[config.mk]
export PLATFORM = sky130hd
export DESIGN_NAME = lvd_loop_detector
export DESIGN_NICKNAME = d
export VERILOG_FILES = /design/src/lvd_loop_detector.v
export VERILOG_INCLUDE_DIRS = /design/src
export SDC_FILE = /design/constraint.sdc
export NUM_CORES = 1
export LEC_CHECK = 0
export ABC_AREA = 1
export BUFFER_PORTS_ARGS = -buffer_cell sky130_fd_sc_hd__clkbuf_2
export CORE_MARGIN = 3
export CORE_UTILIZATION = 25
export DETAILED_ROUTE_END_ITERATION = 16
export PLACE_DENSITY = 0.36
export SLEW_MARGIN = 15
export SYNTH_ARGS = -nofsm -noshare
export SYNTH_HDL_FRONTEND = slang
export SYNTH_SLANG_ARGS = --single-unit
[constraint.sdc]
create_clock -name ref_clk -period 4.7 [get_ports ref_clk]
set_clock_uncertainty 0.1 [all_clocks]
set_input_delay 0.235 -clock ref_clk [delete_from_list [all_inputs] [get_ports ref_clk]]
set_output_delay 0.235 -clock ref_clk [all_outputs]
set_load 0.1 [all_outputs]
[src/lvd_defines.vh]
`ifndef LVD_DEFINES_VH
`define LVD_DEFINES_VH
`define LVD_CLK_HZ        50000000
`define LVD_MS_PER_S      1000
`define LVD_MS_CYC        (`LVD_CLK_HZ / `LVD_MS_PER_S)
`define LVD_SLOT_MS       5
`define LVD_PRES_HOLD_MS  240000
`define LVD_PULSE_MS      125
`define LVD_TUNE_MS       2000
`define LVD_FLASH_PER_MS  1000
`define LVD_FLASH_ON_MS   500
`define LVD_PRIOR_ON_MS   50
`define LVD_PRIOR_GAP_MS  333
`define LVD_GREEN_MS      750
`define LVD_PAT_MS        (`LVD_FLASH_PER_MS + `LVD_GREEN_MS)
`define LVD_L_MIN         16'h0100
`define LVD_L_MAX         16'hF000
`define LVD_L_OPEN        16'hFFFF
`define LVD_TEST_MIN      16'h0400
`define LVD_TEST_MAX      16'hE000
`define LVD_SENS_BASE     4
`define LVD_CFG_W         6
`endif

[src/lvd_loop_detector.v]
`timescale 1ns/1ns
`include "lvd_defines.vh"
// What this block does
// - excite the two loops alternately, never together; take one sample per activation
// - compare sample to baseline in size and rate; follow slow drift without a call
// - rapid drop beyond the sensitivity threshold raises the channel call
// - out-of-range or a jump over 25 percent enters loop-failure behaviour
// - during failure, fail-safe holds call on, fail-secure holds it off
// - open loop or upward jump shows steady red while it lasts
// - shorted loop or downward jump flashes red at one hertz
// - after recovery detect normally, flash red three 50 ms pulses per second
// - prior-failure memory stays latched until manual reset, power loss or a switch change that resets the channel
// - with no failure history an active call shows green
// - call with prior failure: three short red flashes then 750 ms green
// - self-test exercises indicators, outputs and each frequency selection range
// - outside self-test a disabled channel gives no call and its oscillator is not excited
// - changing disable, fail mode, output mode or sensitivity resets only that channel
// - two-bit field picks one of four oscillator frequencies per channel
// - fail-secure also picks the faster response timing
// - presence mode holds an occupied call at least four minutes
// - pulse mode emits one 125 ms pulse per entering vehicle
// - pulse mode tunes out a vehicle staying over two seconds
// - pulse mode regains full sensitivity within one second of departure
// - three-bit field picks one of eight sensitivities, each step doubling
module lvd_loop_detector #(
  parameter MS_CYC       = `LVD_MS_CYC,
  parameter PRES_HOLD_MS = `LVD_PRES_HOLD_MS,
  parameter TUNE_MS      = `LVD_TUNE_MS,
  parameter PULSE_MS     = `LVD_PULSE_MS,
  parameter SLOT_MS      = `LVD_SLOT_MS
) (
  input  wire        ref_clk,
  input  wire        rst_n,
  input  wire [1:0]  sw_disable,
  input  wire [3:0]  sw_freq,
  input  wire [1:0]  sw_fail_secure,
  input  wire [1:0]  sw_pulse_mode,
  input  wire [5:0]  sw_sens,
  input  wire        test_mode,
  input  wire [15:0] loop_sample,
  input  wire        loop_sample_vld,
  output wire [1:0]  osc_en,
  output wire [3:0]  osc_freq,
  output reg  [1:0]  call_out,
  output reg  [1:0]  led_red,
  output reg  [1:0]  led_grn,
  output reg  [1:0]  loop_fail,
  output reg  [1:0]  prior_fail,
  output reg  [1:0]  test_err
);
  reg  [15:0] ms_cnt_q;
  reg         ms_tick_q;
  reg  [9:0]  ph_1s_q;
  reg  [10:0] ph_pat_q;
  reg         act_ch_q;
  reg  [7:0]  slot_ms_q;
  reg  [15:0] samp_q;
  reg         samp_vld_q;
  reg         samp_ch_q;
  reg  [1:0]  tfreq_q;
  wire        slot_end;
  wire        act_on;
  wire        half_on;
  wire        prior_on;
  wire        grn_win;
  // the load value is cut to the width of the pulse timer on purpose
  wire [31:0] pulse_ld = PULSE_MS;

  function prior_flash;
    input [9:0] ph;
    begin
      prior_flash = (ph < `LVD_PRIOR_ON_MS) ||
                    (ph >= `LVD_PRIOR_GAP_MS && ph < `LVD_PRIOR_GAP_MS + `LVD_PRIOR_ON_MS) ||
                    (ph >= 2 * `LVD_PRIOR_GAP_MS &&
                     ph < 2 * `LVD_PRIOR_GAP_MS + `LVD_PRIOR_ON_MS);
    end
  endfunction

  // one tick per millisecond feeds every timer and flash pattern
  always @(posedge ref_clk)
  begin
    if (!rst_n)
    begin
      ms_cnt_q  <= 16'h0000;
      ms_tick_q <= 1'b0;
      ph_1s_q   <= 10'h000;
      ph_pat_q  <= 11'h000;
    end
    else
    begin
      ms_tick_q <= (ms_cnt_q == MS_CYC - 1);
      ms_cnt_q  <= (ms_cnt_q == MS_CYC - 1) ? 16'h0000 : ms_cnt_q + 16'h0001;
      if (ms_tick_q)
      begin
        ph_1s_q  <= (ph_1s_q == `LVD_FLASH_PER_MS - 1) ? 10'h000 : ph_1s_q + 10'h001;
        ph_pat_q <= (ph_pat_q == `LVD_PAT_MS - 1) ? 11'h000 : ph_pat_q + 11'h001;
      end
    end
  end

  assign half_on  = (ph_1s_q < `LVD_FLASH_ON_MS);
  assign prior_on = prior_flash(ph_1s_q);
  assign grn_win  = (ph_pat_q >= `LVD_FLASH_PER_MS);
  wire [9:0] pat_ph = grn_win ? 10'h000 : ph_pat_q[9:0];

  // a single active slot at a time keeps the two loop fields from coupling
  assign act_on   = test_mode | ~sw_disable[act_ch_q];
  assign osc_en   = act_on ? (act_ch_q ? 2'b10 : 2'b01) : 2'b00;
  assign osc_freq = test_mode ? {tfreq_q, tfreq_q} : sw_freq;
  assign slot_end = (act_on & loop_sample_vld) | (ms_tick_q & (slot_ms_q == SLOT_MS - 1));

  always @(posedge ref_clk)
  begin
    if (!rst_n)
    begin
      act_ch_q   <= 1'b0;
      slot_ms_q  <= 8'h00;
      samp_q     <= 16'h0000;
      samp_vld_q <= 1'b0;
      samp_ch_q  <= 1'b0;
      tfreq_q    <= 2'b00;
    end
    else
    begin
      samp_vld_q <= slot_end & act_on;
      if (slot_end)
      begin
        // a loop that never oscillates reads as the highest inductance, i.e. open
        samp_q    <= loop_sample_vld ? loop_sample : `LVD_L_OPEN;
        samp_ch_q <= act_ch_q;
        act_ch_q  <= ~act_ch_q;
        slot_ms_q <= 8'h00;
        if (test_mode && act_ch_q)
          tfreq_q <= tfreq_q + 2'b01;
      end
      else if (ms_tick_q)
        slot_ms_q <= slot_ms_q + 8'h01;
    end
  end

  genvar g;
  generate
    for (g = 0; g < 2; g = g + 1)
    begin : g_ch
      reg  [`LVD_CFG_W-1:0] cfg_q;
      reg  [15:0] base_q;
      reg         base_vld_q;
      reg         det_q;
      reg  [1:0]  hit_q;
      reg  [17:0] occ_ms_q;
      reg  [7:0]  pulse_ms_q;
      reg         fail_q;
      reg         fail_up_q;
      reg         tuned_q;
      wire [`LVD_CFG_W-1:0] cfg = {sw_disable[g], sw_fail_secure[g], sw_pulse_mode[g],
                                   sw_sens[3*g+2:3*g]};
      wire        crst = (cfg != cfg_q) & ~test_mode;
      wire        stb  = samp_vld_q & (samp_ch_q == g) & ~test_mode;
      wire [15:0] s    = samp_q;
      wire [16:0] up_lim = {1'b0, base_q} + {3'b000, base_q[15:2]};
      wire [15:0] dn_lim = base_q - {2'b00, base_q[15:2]};
      wire        f_open = (s > `LVD_L_MAX) | (base_vld_q & ({1'b0, s} > up_lim));
      wire        f_shrt = (s < `LVD_L_MIN) | (base_vld_q & (s < dn_lim));
      // each level up halves the threshold, so sensitivity doubles
      wire [15:0] thr  = base_q >> (`LVD_SENS_BASE + sw_sens[3*g+2:3*g]);
      wire        veh  = base_vld_q & (base_q > s) & ((base_q - s) > thr);
      wire [1:0]  need = sw_fail_secure[g] ? 2'd1 : 2'd2;
      // next call value, so the green lamp rises with the call and not a cycle behind
      wire        call_nx = sw_disable[g] ? 1'b0 :
                            fail_q ? ~sw_fail_secure[g] :
                            sw_pulse_mode[g] ? (pulse_ms_q != 8'h00) : det_q;

      always @(posedge ref_clk)
      begin
        if (!rst_n || crst)
        begin
          cfg_q      <= cfg;
          base_q     <= 16'h0000;
          base_vld_q <= 1'b0;
          det_q      <= 1'b0;
          hit_q      <= 2'd0;
          occ_ms_q   <= 18'h00000;
          pulse_ms_q <= 8'h00;
          fail_q     <= 1'b0;
          fail_up_q  <= 1'b0;
          tuned_q    <= 1'b0;
          prior_fail[g] <= 1'b0;
        end
        else
        begin
          if (ms_tick_q && pulse_ms_q != 8'h00)
            pulse_ms_q <= pulse_ms_q - 8'h01;
          if (ms_tick_q && det_q && occ_ms_q != 18'h3FFFF)
            occ_ms_q <= occ_ms_q + 18'h00001;
          if (fail_q)
            prior_fail[g] <= 1'b1;
          if (stb)
          begin
            if (!base_vld_q)
            begin
              base_q     <= s;
              base_vld_q <= (s <= `LVD_L_MAX) && (s >= `LVD_L_MIN);
              fail_q     <= (s > `LVD_L_MAX) || (s < `LVD_L_MIN);
              fail_up_q  <= (s > `LVD_L_MAX);
            end
            else if (f_open || f_shrt)
            begin
              fail_q    <= 1'b1;
              fail_up_q <= f_open;
              det_q     <= 1'b0;
              hit_q     <= 2'd0;
            end
            else
            begin
              fail_q <= 1'b0;
              if (veh && !tuned_q)
              begin
                hit_q <= (hit_q == 2'd3) ? hit_q : hit_q + 2'd1;
                if (!det_q && hit_q + 2'd1 >= need)
                begin
                  det_q      <= 1'b1;
                  occ_ms_q   <= 18'h00000;
                  pulse_ms_q <= pulse_ld[7:0];
                end
              end
              else
              begin
                hit_q <= 2'd0;
                det_q <= 1'b0;
              end
              if (!veh)
                tuned_q <= 1'b0;
              if (det_q && sw_pulse_mode[g] && occ_ms_q >= TUNE_MS)
              begin
                base_q  <= s;
                det_q   <= 1'b0;
                tuned_q <= 1'b1;
              end
              else if (sw_pulse_mode[g] && s > base_q)
                base_q <= s;
              else if (det_q && occ_ms_q >= PRES_HOLD_MS && base_q > s)
                base_q <= base_q - 16'h0001;
              else if (!det_q && s > base_q)
                base_q <= base_q + 16'h0001;
              else if (!det_q && s < base_q && !veh)
                base_q <= base_q - 16'h0001;
            end
          end
        end
      end

      always @(posedge ref_clk)
      begin
        if (!rst_n)
        begin
          call_out[g]  <= 1'b0;
          led_red[g]   <= 1'b0;
          led_grn[g]   <= 1'b0;
          loop_fail[g] <= 1'b0;
          test_err[g]  <= 1'b0;
        end
        else if (test_mode)
        begin
          // test walks outputs and both lamp colours; red stays on when a range fails
          if (samp_vld_q && samp_ch_q == g &&
              (samp_q < `LVD_TEST_MIN || samp_q > `LVD_TEST_MAX))
            test_err[g] <= 1'b1;
          call_out[g] <= half_on;
          led_red[g]  <= test_err[g] | ~half_on;
          led_grn[g]  <= ~test_err[g] & half_on & ~sw_disable[g];
        end
        else
        begin
          test_err[g]  <= 1'b0;
          loop_fail[g] <= fail_q;
          if (sw_disable[g])
            call_out[g] <= 1'b0;
          else if (fail_q)
            call_out[g] <= ~sw_fail_secure[g];
          else if (sw_pulse_mode[g])
            call_out[g] <= (pulse_ms_q != 8'h00);
          else
            call_out[g] <= det_q;
          if (fail_q)
          begin
            led_red[g] <= fail_up_q ? 1'b1 : half_on;
            led_grn[g] <= 1'b0;
          end
          else if (prior_fail[g] && det_q)
          begin
            led_red[g] <= ~grn_win & prior_flash(pat_ph);
            led_grn[g] <= grn_win;
          end
          else if (prior_fail[g])
          begin
            led_red[g] <= prior_on;
            led_grn[g] <= 1'b0;
          end
          else
          begin
            led_red[g] <= 1'b0;
            led_grn[g] <= call_nx & ~sw_disable[g];
          end
        end
      end
    end
  endgenerate

endmodule // lvd_loop_detector

# After elaboration in Yosys (flattened, before gate mapping)
# Index checks and enable logic that the tools add are counted.
# classes
n_lt_le_gt_ge	37
shift	2
muxes	103
bitwise_logic	47
reduce_logical	71
n_mul	0
add_sub_neg	23
n_div	0
n_eq_ne	22
# op_table
cell	count
16-bit two-way mux	15
18-bit two-way mux	12
16-bit > comparator	6
8-bit two-way mux	12
16-bit less-than comparator	4
1-bit two-way mux	50
16-bit by 1-bit adder with 16-bit output (second input constant)	3
1-bit logical AND	38
18-bit by 1-bit adder with 18-bit output (second input constant)	2
18-bit by 11-bit >= comparator with 1-bit output (second input constant)	2
18-bit >= comparator (second input constant)	2
18-bit inequality test (second input constant)	2
16-bit by 14-bit adder with 17-bit output	2
16-bit by 17-bit > comparator with 1-bit output	2
16-bit > comparator (second input constant)	2
16-bit by 4-bit >> shifter with 16-bit output	2
16-bit by 1-bit subtractor with 16-bit output (second input constant)	2
16-bit by 14-bit subtractor with 16-bit output	2
16-bit subtractor	2
10-bit by 9-bit less-than comparator with 1-bit output (second input constant)	3
1-bit AND	24
10-bit >= comparator (second input constant)	2
10-bit by 9-bit >= comparator with 1-bit output (second input constant)	2
10-bit less-than comparator (second input constant)	2
38 further kinds	110
# totals
memories	0
output_inout_bits	18
ram_bits	0
ff_bits	189
latchBits	0
inputBits	36
wordCells	347
romBits	0

# Logic depth before layout (Yosys ltp)
# logic_depth
ltp_word	13
ltp_mapped	30
ltp_nobuf	29

# Worst setup path before layout
# OpenSTA, ideal clock, no wires.
# synth_timing
path_type	reg2reg
from	reg g_ch[0].base_q[5]
to	reg g_ch[0].base_q[7]
path_stages_with_launch	28
setup_time_ns	0.114
path_slack_ns	0.593
synth_period_minus_slack_ns	4.107
arrival_ns	3.893
required_ns	4.486
n_path_buf	2
cell_sequence	dfxtp_1 -> clkbuf_1 -> inv_1 -> ha_1 -> inv_1 -> o21ai_0 -> a21oi_1 -> o21ai_0 -> nand2_1 -> a21oi_1 -> a21o_1 -> a21oi_1 -> xor2_1 -> ha_1 -> nand2_1 -> inv_1 -> nand3_1 -> nor3_1 -> o21ai_0 -> nand3_1 -> nand2_1 -> inv_1 -> nand2_1 -> nand2_4 -> nand3_4 -> buf_6 -> nor2_1 -> nor2_2
# synth_between
elab_chain_len	8
word_cells_on_any_way	35
classes_between	add/sub: 5; order compare: 6; eq/ne: 2; shift: 1; mux: 7; bitwise: 6; reduce/logical: 8
# synth_rtl
element	line	source
start, declared	lvd_loop_detector.v:146	reg [15:0] base_q;
start signal, assigned	lvd_loop_detector.v:201	base_q <= s;
start signal, assigned	lvd_loop_detector.v:235	base_q <= s;
start signal, assigned	lvd_loop_detector.v:240	base_q <= s;
parallel branches: the longest is 8 deep, another holds 16-bit subtractor	--	
# Several ways; the timed one is not identified. The select of a mux whose other input is x is not followed.
# A chain may end at the register's enable or synchronous reset.

# Worst setup path after layout
# layout_timing
from	reg g_ch[0].base_q[0]
to	reg g_ch[0].base_q[1]
# The elaborated chain is that of the path after synthesis.

==> metrics.md <==
| Metric | Value |
|---|---|
| Status | completed |
| Number of flops mapped to enable cells by yosys | 12 |
| First-pass GRT wire length | 97.1 mm |
| 1st-pass router iterations | 5 |
| Initial antenna violation count | 4 |
| DP HPWL | around 50 mm |
| Peak fanout along the critical path | 11 |
| RSZ-0062 raised after global routing | no |
| Largest net degree at the start of global routing | 27 |
| Overflow left after global routing | 0 |
| Routed len/inst | between 15 and 20 um |
| Switch share | 0.370 |
| Storage element area | 3900 um^2 |
| Initial DRC count | 1050 |
| Area grow syn2layout | 15.2% |
| Initial Util | 0.254 |
| Cells after Synth | 2726 |
| Period utilisation layout | 0.914 |
| Ys async rst share | 0 |
| Rel. slew slack | 0.282 |
| Clock sink total | 189 |
| Crit-path slowest cell | fa_1 |
| Max-Cap Viols | 0 |
| Cell area after synthesis | 17900 um^2 |
| WL final | 62.7 mm |
| Max stage delay on crit path | 0.39 ns |
| Tot Pwr | 4.56 mW |
| Critical Path AT | between 4 and 5 ns |
| Filler cell count | between 7000 and 8000 |
| Clock network power share | 0.343 |
| Slew @ Worst Pin | 1.07 ns |
| Internal power | 2.87 mW |
| Nets@finish | 3082 |
| Flop pwr share | 0.370 |
| Hold Violations, Final | 0 |
| Avg Cell Area, Syn | 6.57 um^2 |
| Vias | between 15000 and 20000 |
| Critical path endpoint category | register |
| CTS tree | yes |
| Area of the multi-input gates | roughly 12000 um^2 |
| Die Span X | 274 um |
| Leak pwr | 9.17 nW |
| Sw power | 1.69 mW |
| Peak VDD IR | roughly 0.27 mV |
| IO Pins | 54 |
| Worst skew pair latency | roughly 0.49 ns |
| Layout cell share with drive strength beyond 1 | 0.0971 |
| Final Slew Violations | 0 |
| Vias/cell | 4.66 |
| GRT Util Overall | 0.167 |
| Seq cells post-synth | 189 |
| Number of global-route vias before repair | 17000 |
| Port bufs | 53 |
| Clock root buffer | clkbuf_16 |
| CTS clk-pin slew, worst paths | 0.09 ns |
| Cell variety after synth | between 60 and 70 |
| Worst min path class | in2reg |
| Die Area | 74900 um^2 |
| DIE HEIGHT | ~270 um |
| Worst setup SP type | register |
| Num rows | 97 |
| Final worst path period need | ~4.3 ns |
| Power density over the cells | 221 nW/um^2 |
| Synthesized Nets | around 3000 |
| Main synth FF type | dfxtp_1 |
| Final setup viols | 0 |
| Hold slack | 0.0471 ns |
| Core Area | just over 70000 um^2 |
| Fmax | 233 MHz |
| CTS max path bufs | 2 |
| Num CTS Buffers | 17 |
| Logic pwr share | 0.287 |
| Critical Path RT | roughly 5 ns |
| Share of the yosys chip area belonging to registers | 0.218 |
| Number of H-tree levels | 4 |
| DRC Markers | 0 |
| Final ANT Viol Nets | 0 |
| Synthesis Warnings | 0 |
| Final GP Congestion | 0.828 |
| CP Class | reg2reg |
| Setup TNS | 0 ns |
worst max-delay path: cells and delay by family (launching register included):
family | cells | cell delay [ns]
DFF | 1 | 0.35
AOI/OAI and AO/OA | 8 | 1.13
buffers and inverters | 4 | 0.36
xor gates and xnor gates | 1 | 0.09
and+or+nand+nor | 12 | 1.35
adders and majority gates | 3 | 0.86
final cells by class:
class | count | area share
Tap cell | 940 | 0.0570
Inverter | 326 | 0.0593
Clock buffer | 18 | 0.0208
Antenna cell | 3 | 0.000364
Sequential cell | 189 | 0.189
Timing Repair Buffer | 174 | 0.0612
Clock inverter | 14 | 0.00831
Multi-Input combinational cell | 2131 | 0.604
per-layer routing:
| metal | part of all wire | vias to the layer above | GRT usage |
|---|---|---|---|
| li1 | - | 9220 | - |
| met1 | 0.50 | 8119 | 0.232 |
| met2 | 0.44 | 300 | 0.267 |
| met3 | 0.043 | 55 | 0.0256 |
| met4 | 0.019 | 4 | 0.0445 |
| met5 | 0.00041 | - | 0 |
metrics by stage:
step                 util  area (um^2)  setup slack [ns]  instances
floorplan               -        17900             0.593       2726
global placement    0.279        19700             0.251       3732
detailed placement  0.279        19700             0.127       3732
CTS                 0.291        20500             0.128       3788
global route        0.292        20600           0.00696       3792
finish              0.293        20600             0.404       3795
repair_timing:
item / in CTS / in global routing
buffers inserted: 0 / 2
resized for setup: 0 / 26
hold endpoints to repair: 25 / 0
hold buffers: 24 / 0
setup endpoints to repair: 0 / 94
cells in the final DEF (no fill, tap or decap), drive strengths merged, types with 12 or more instances in the layout:
cell	netlist	final
a21oi	191	191
a31oi	15	15
buf	40	97
clkbuf	41	71
dfxtp	177	177
dlygate4sd3	0	24
edfxtp	12	12
ha	201	201
inv	320	328
nand2	587	587
nand3	154	156
nand4	54	54
nor2	373	373
nor3	67	67
nor4	19	19
o211ai	18	18
o21ai	161	161
o21bai	13	13
o22ai	21	21
or2	13	13
xnor2	20	20
xor2	150	150
power by group through the flow:
stage	sequential [mW]	clock [mW]	combinational (mW)
global route	1.69	1.69	1.49
CTS	1.69	1.64	1.31
finish	1.68	1.56	1.31
global placement	1.72	0	1.28
detailed placement	1.72	0	1.29
floorplan	1.74	0	0.852
path summary, 6_finish.rpt:
kind	from	endpoint	slack [ns]	cells past startpoint
setup / recovery	g_ch[0].base_q[0]	g_ch[0].base_q[1]	0.40	28
hold reg to reg	ms_cnt_q[0]	ms_cnt_q[0]	0.35	1
setup reg to reg	g_ch[0].base_q[0]	g_ch[0].base_q[1]	0.40	28
hold / removal	sw_sens[1]	g_ch[0].cfg_q[1]	0.05	1
cell usage after synthesis, types with 4 or more instances:
master | count | area, um^2
fa_1 | 6 | 120
nand2_2 | 17 | 106
o21ai_0 | 149 | 746
o21bai_1 | 13 | 97.6
a21oi_1 | 187 | 936
buf_6 | 4 | 45.0
xor2_1 | 150 | 1310
o31ai_1 | 5 | 37.5
a21oi_2 | 4 | 35.0
a211oi_1 | 8 | 60.1
nor2_1 | 360 | 1350
a31oi_1 | 14 | 87.6
edfxtp_1 | 12 | 360
or2_2 | 12 | 75.1
nor3_1 | 62 | 310
dfxtp_1 | 177 | 3540
nand2_1 | 568 | 2130
o211ai_1 | 18 | 135
o22ai_1 | 21 | 131
a21o_1 | 6 | 45.0
mux2i_1 | 4 | 40.0
o21a_1 | 5 | 37.5
ha_1 | 201 | 2510
nand3_1 | 145 | 726
buf_4 | 9 | 67.6
o21ai_1 | 11 | 55.1
inv_1 | 310 | 1160
xnor2_1 | 20 | 175
clkbuf_1 | 41 | 154
inv_2 | 10 | 37.5
nor3b_1 | 8 | 60.1
nor4_1 | 18 | 113
nor2_2 | 11 | 68.8
buf_2 | 26 | 130
o311ai_0 | 4 | 35.0
clkinv_1 | 6 | 22.5
nand3_2 | 8 | 80.1
nand4_1 | 54 | 338
flip-flops by register name, summed over array words and instances, names as in the netlist, 2 cells and up:
signal / cells
ph_pat_q: 11
g_ch.det_q: 2
slot_ms_q: 8
g_ch.cfg_q: 12
g_ch.fail_up_q: 2
g_ch.base_q: 32
prior_fail: 2
ph_1s_q: 10
test_err: 2
tfreq_q: 2
g_ch.hit_q: 4
led_red: 2
g_ch.base_vld_q: 2
g_ch.pulse_ms_q: 16
loop_fail: 2
ms_cnt_q: 16
g_ch.tuned_q: 2
led_grn: 2
call_out: 2
g_ch.occ_ms_q: 36
g_ch.fail_q: 2
g_ch.s: 16
cell families after synthesis:
kind of cell    Yosys count  synth area share
buf+inv                 408            0.0925
fa+ha+maj               207             0.147
flops                   189             0.218
xor+xnor                170            0.0831
compound gates          464             0.146
simple gates           1284             0.311
mux                       4           0.00224
Power figures use the tool's default switching activity.
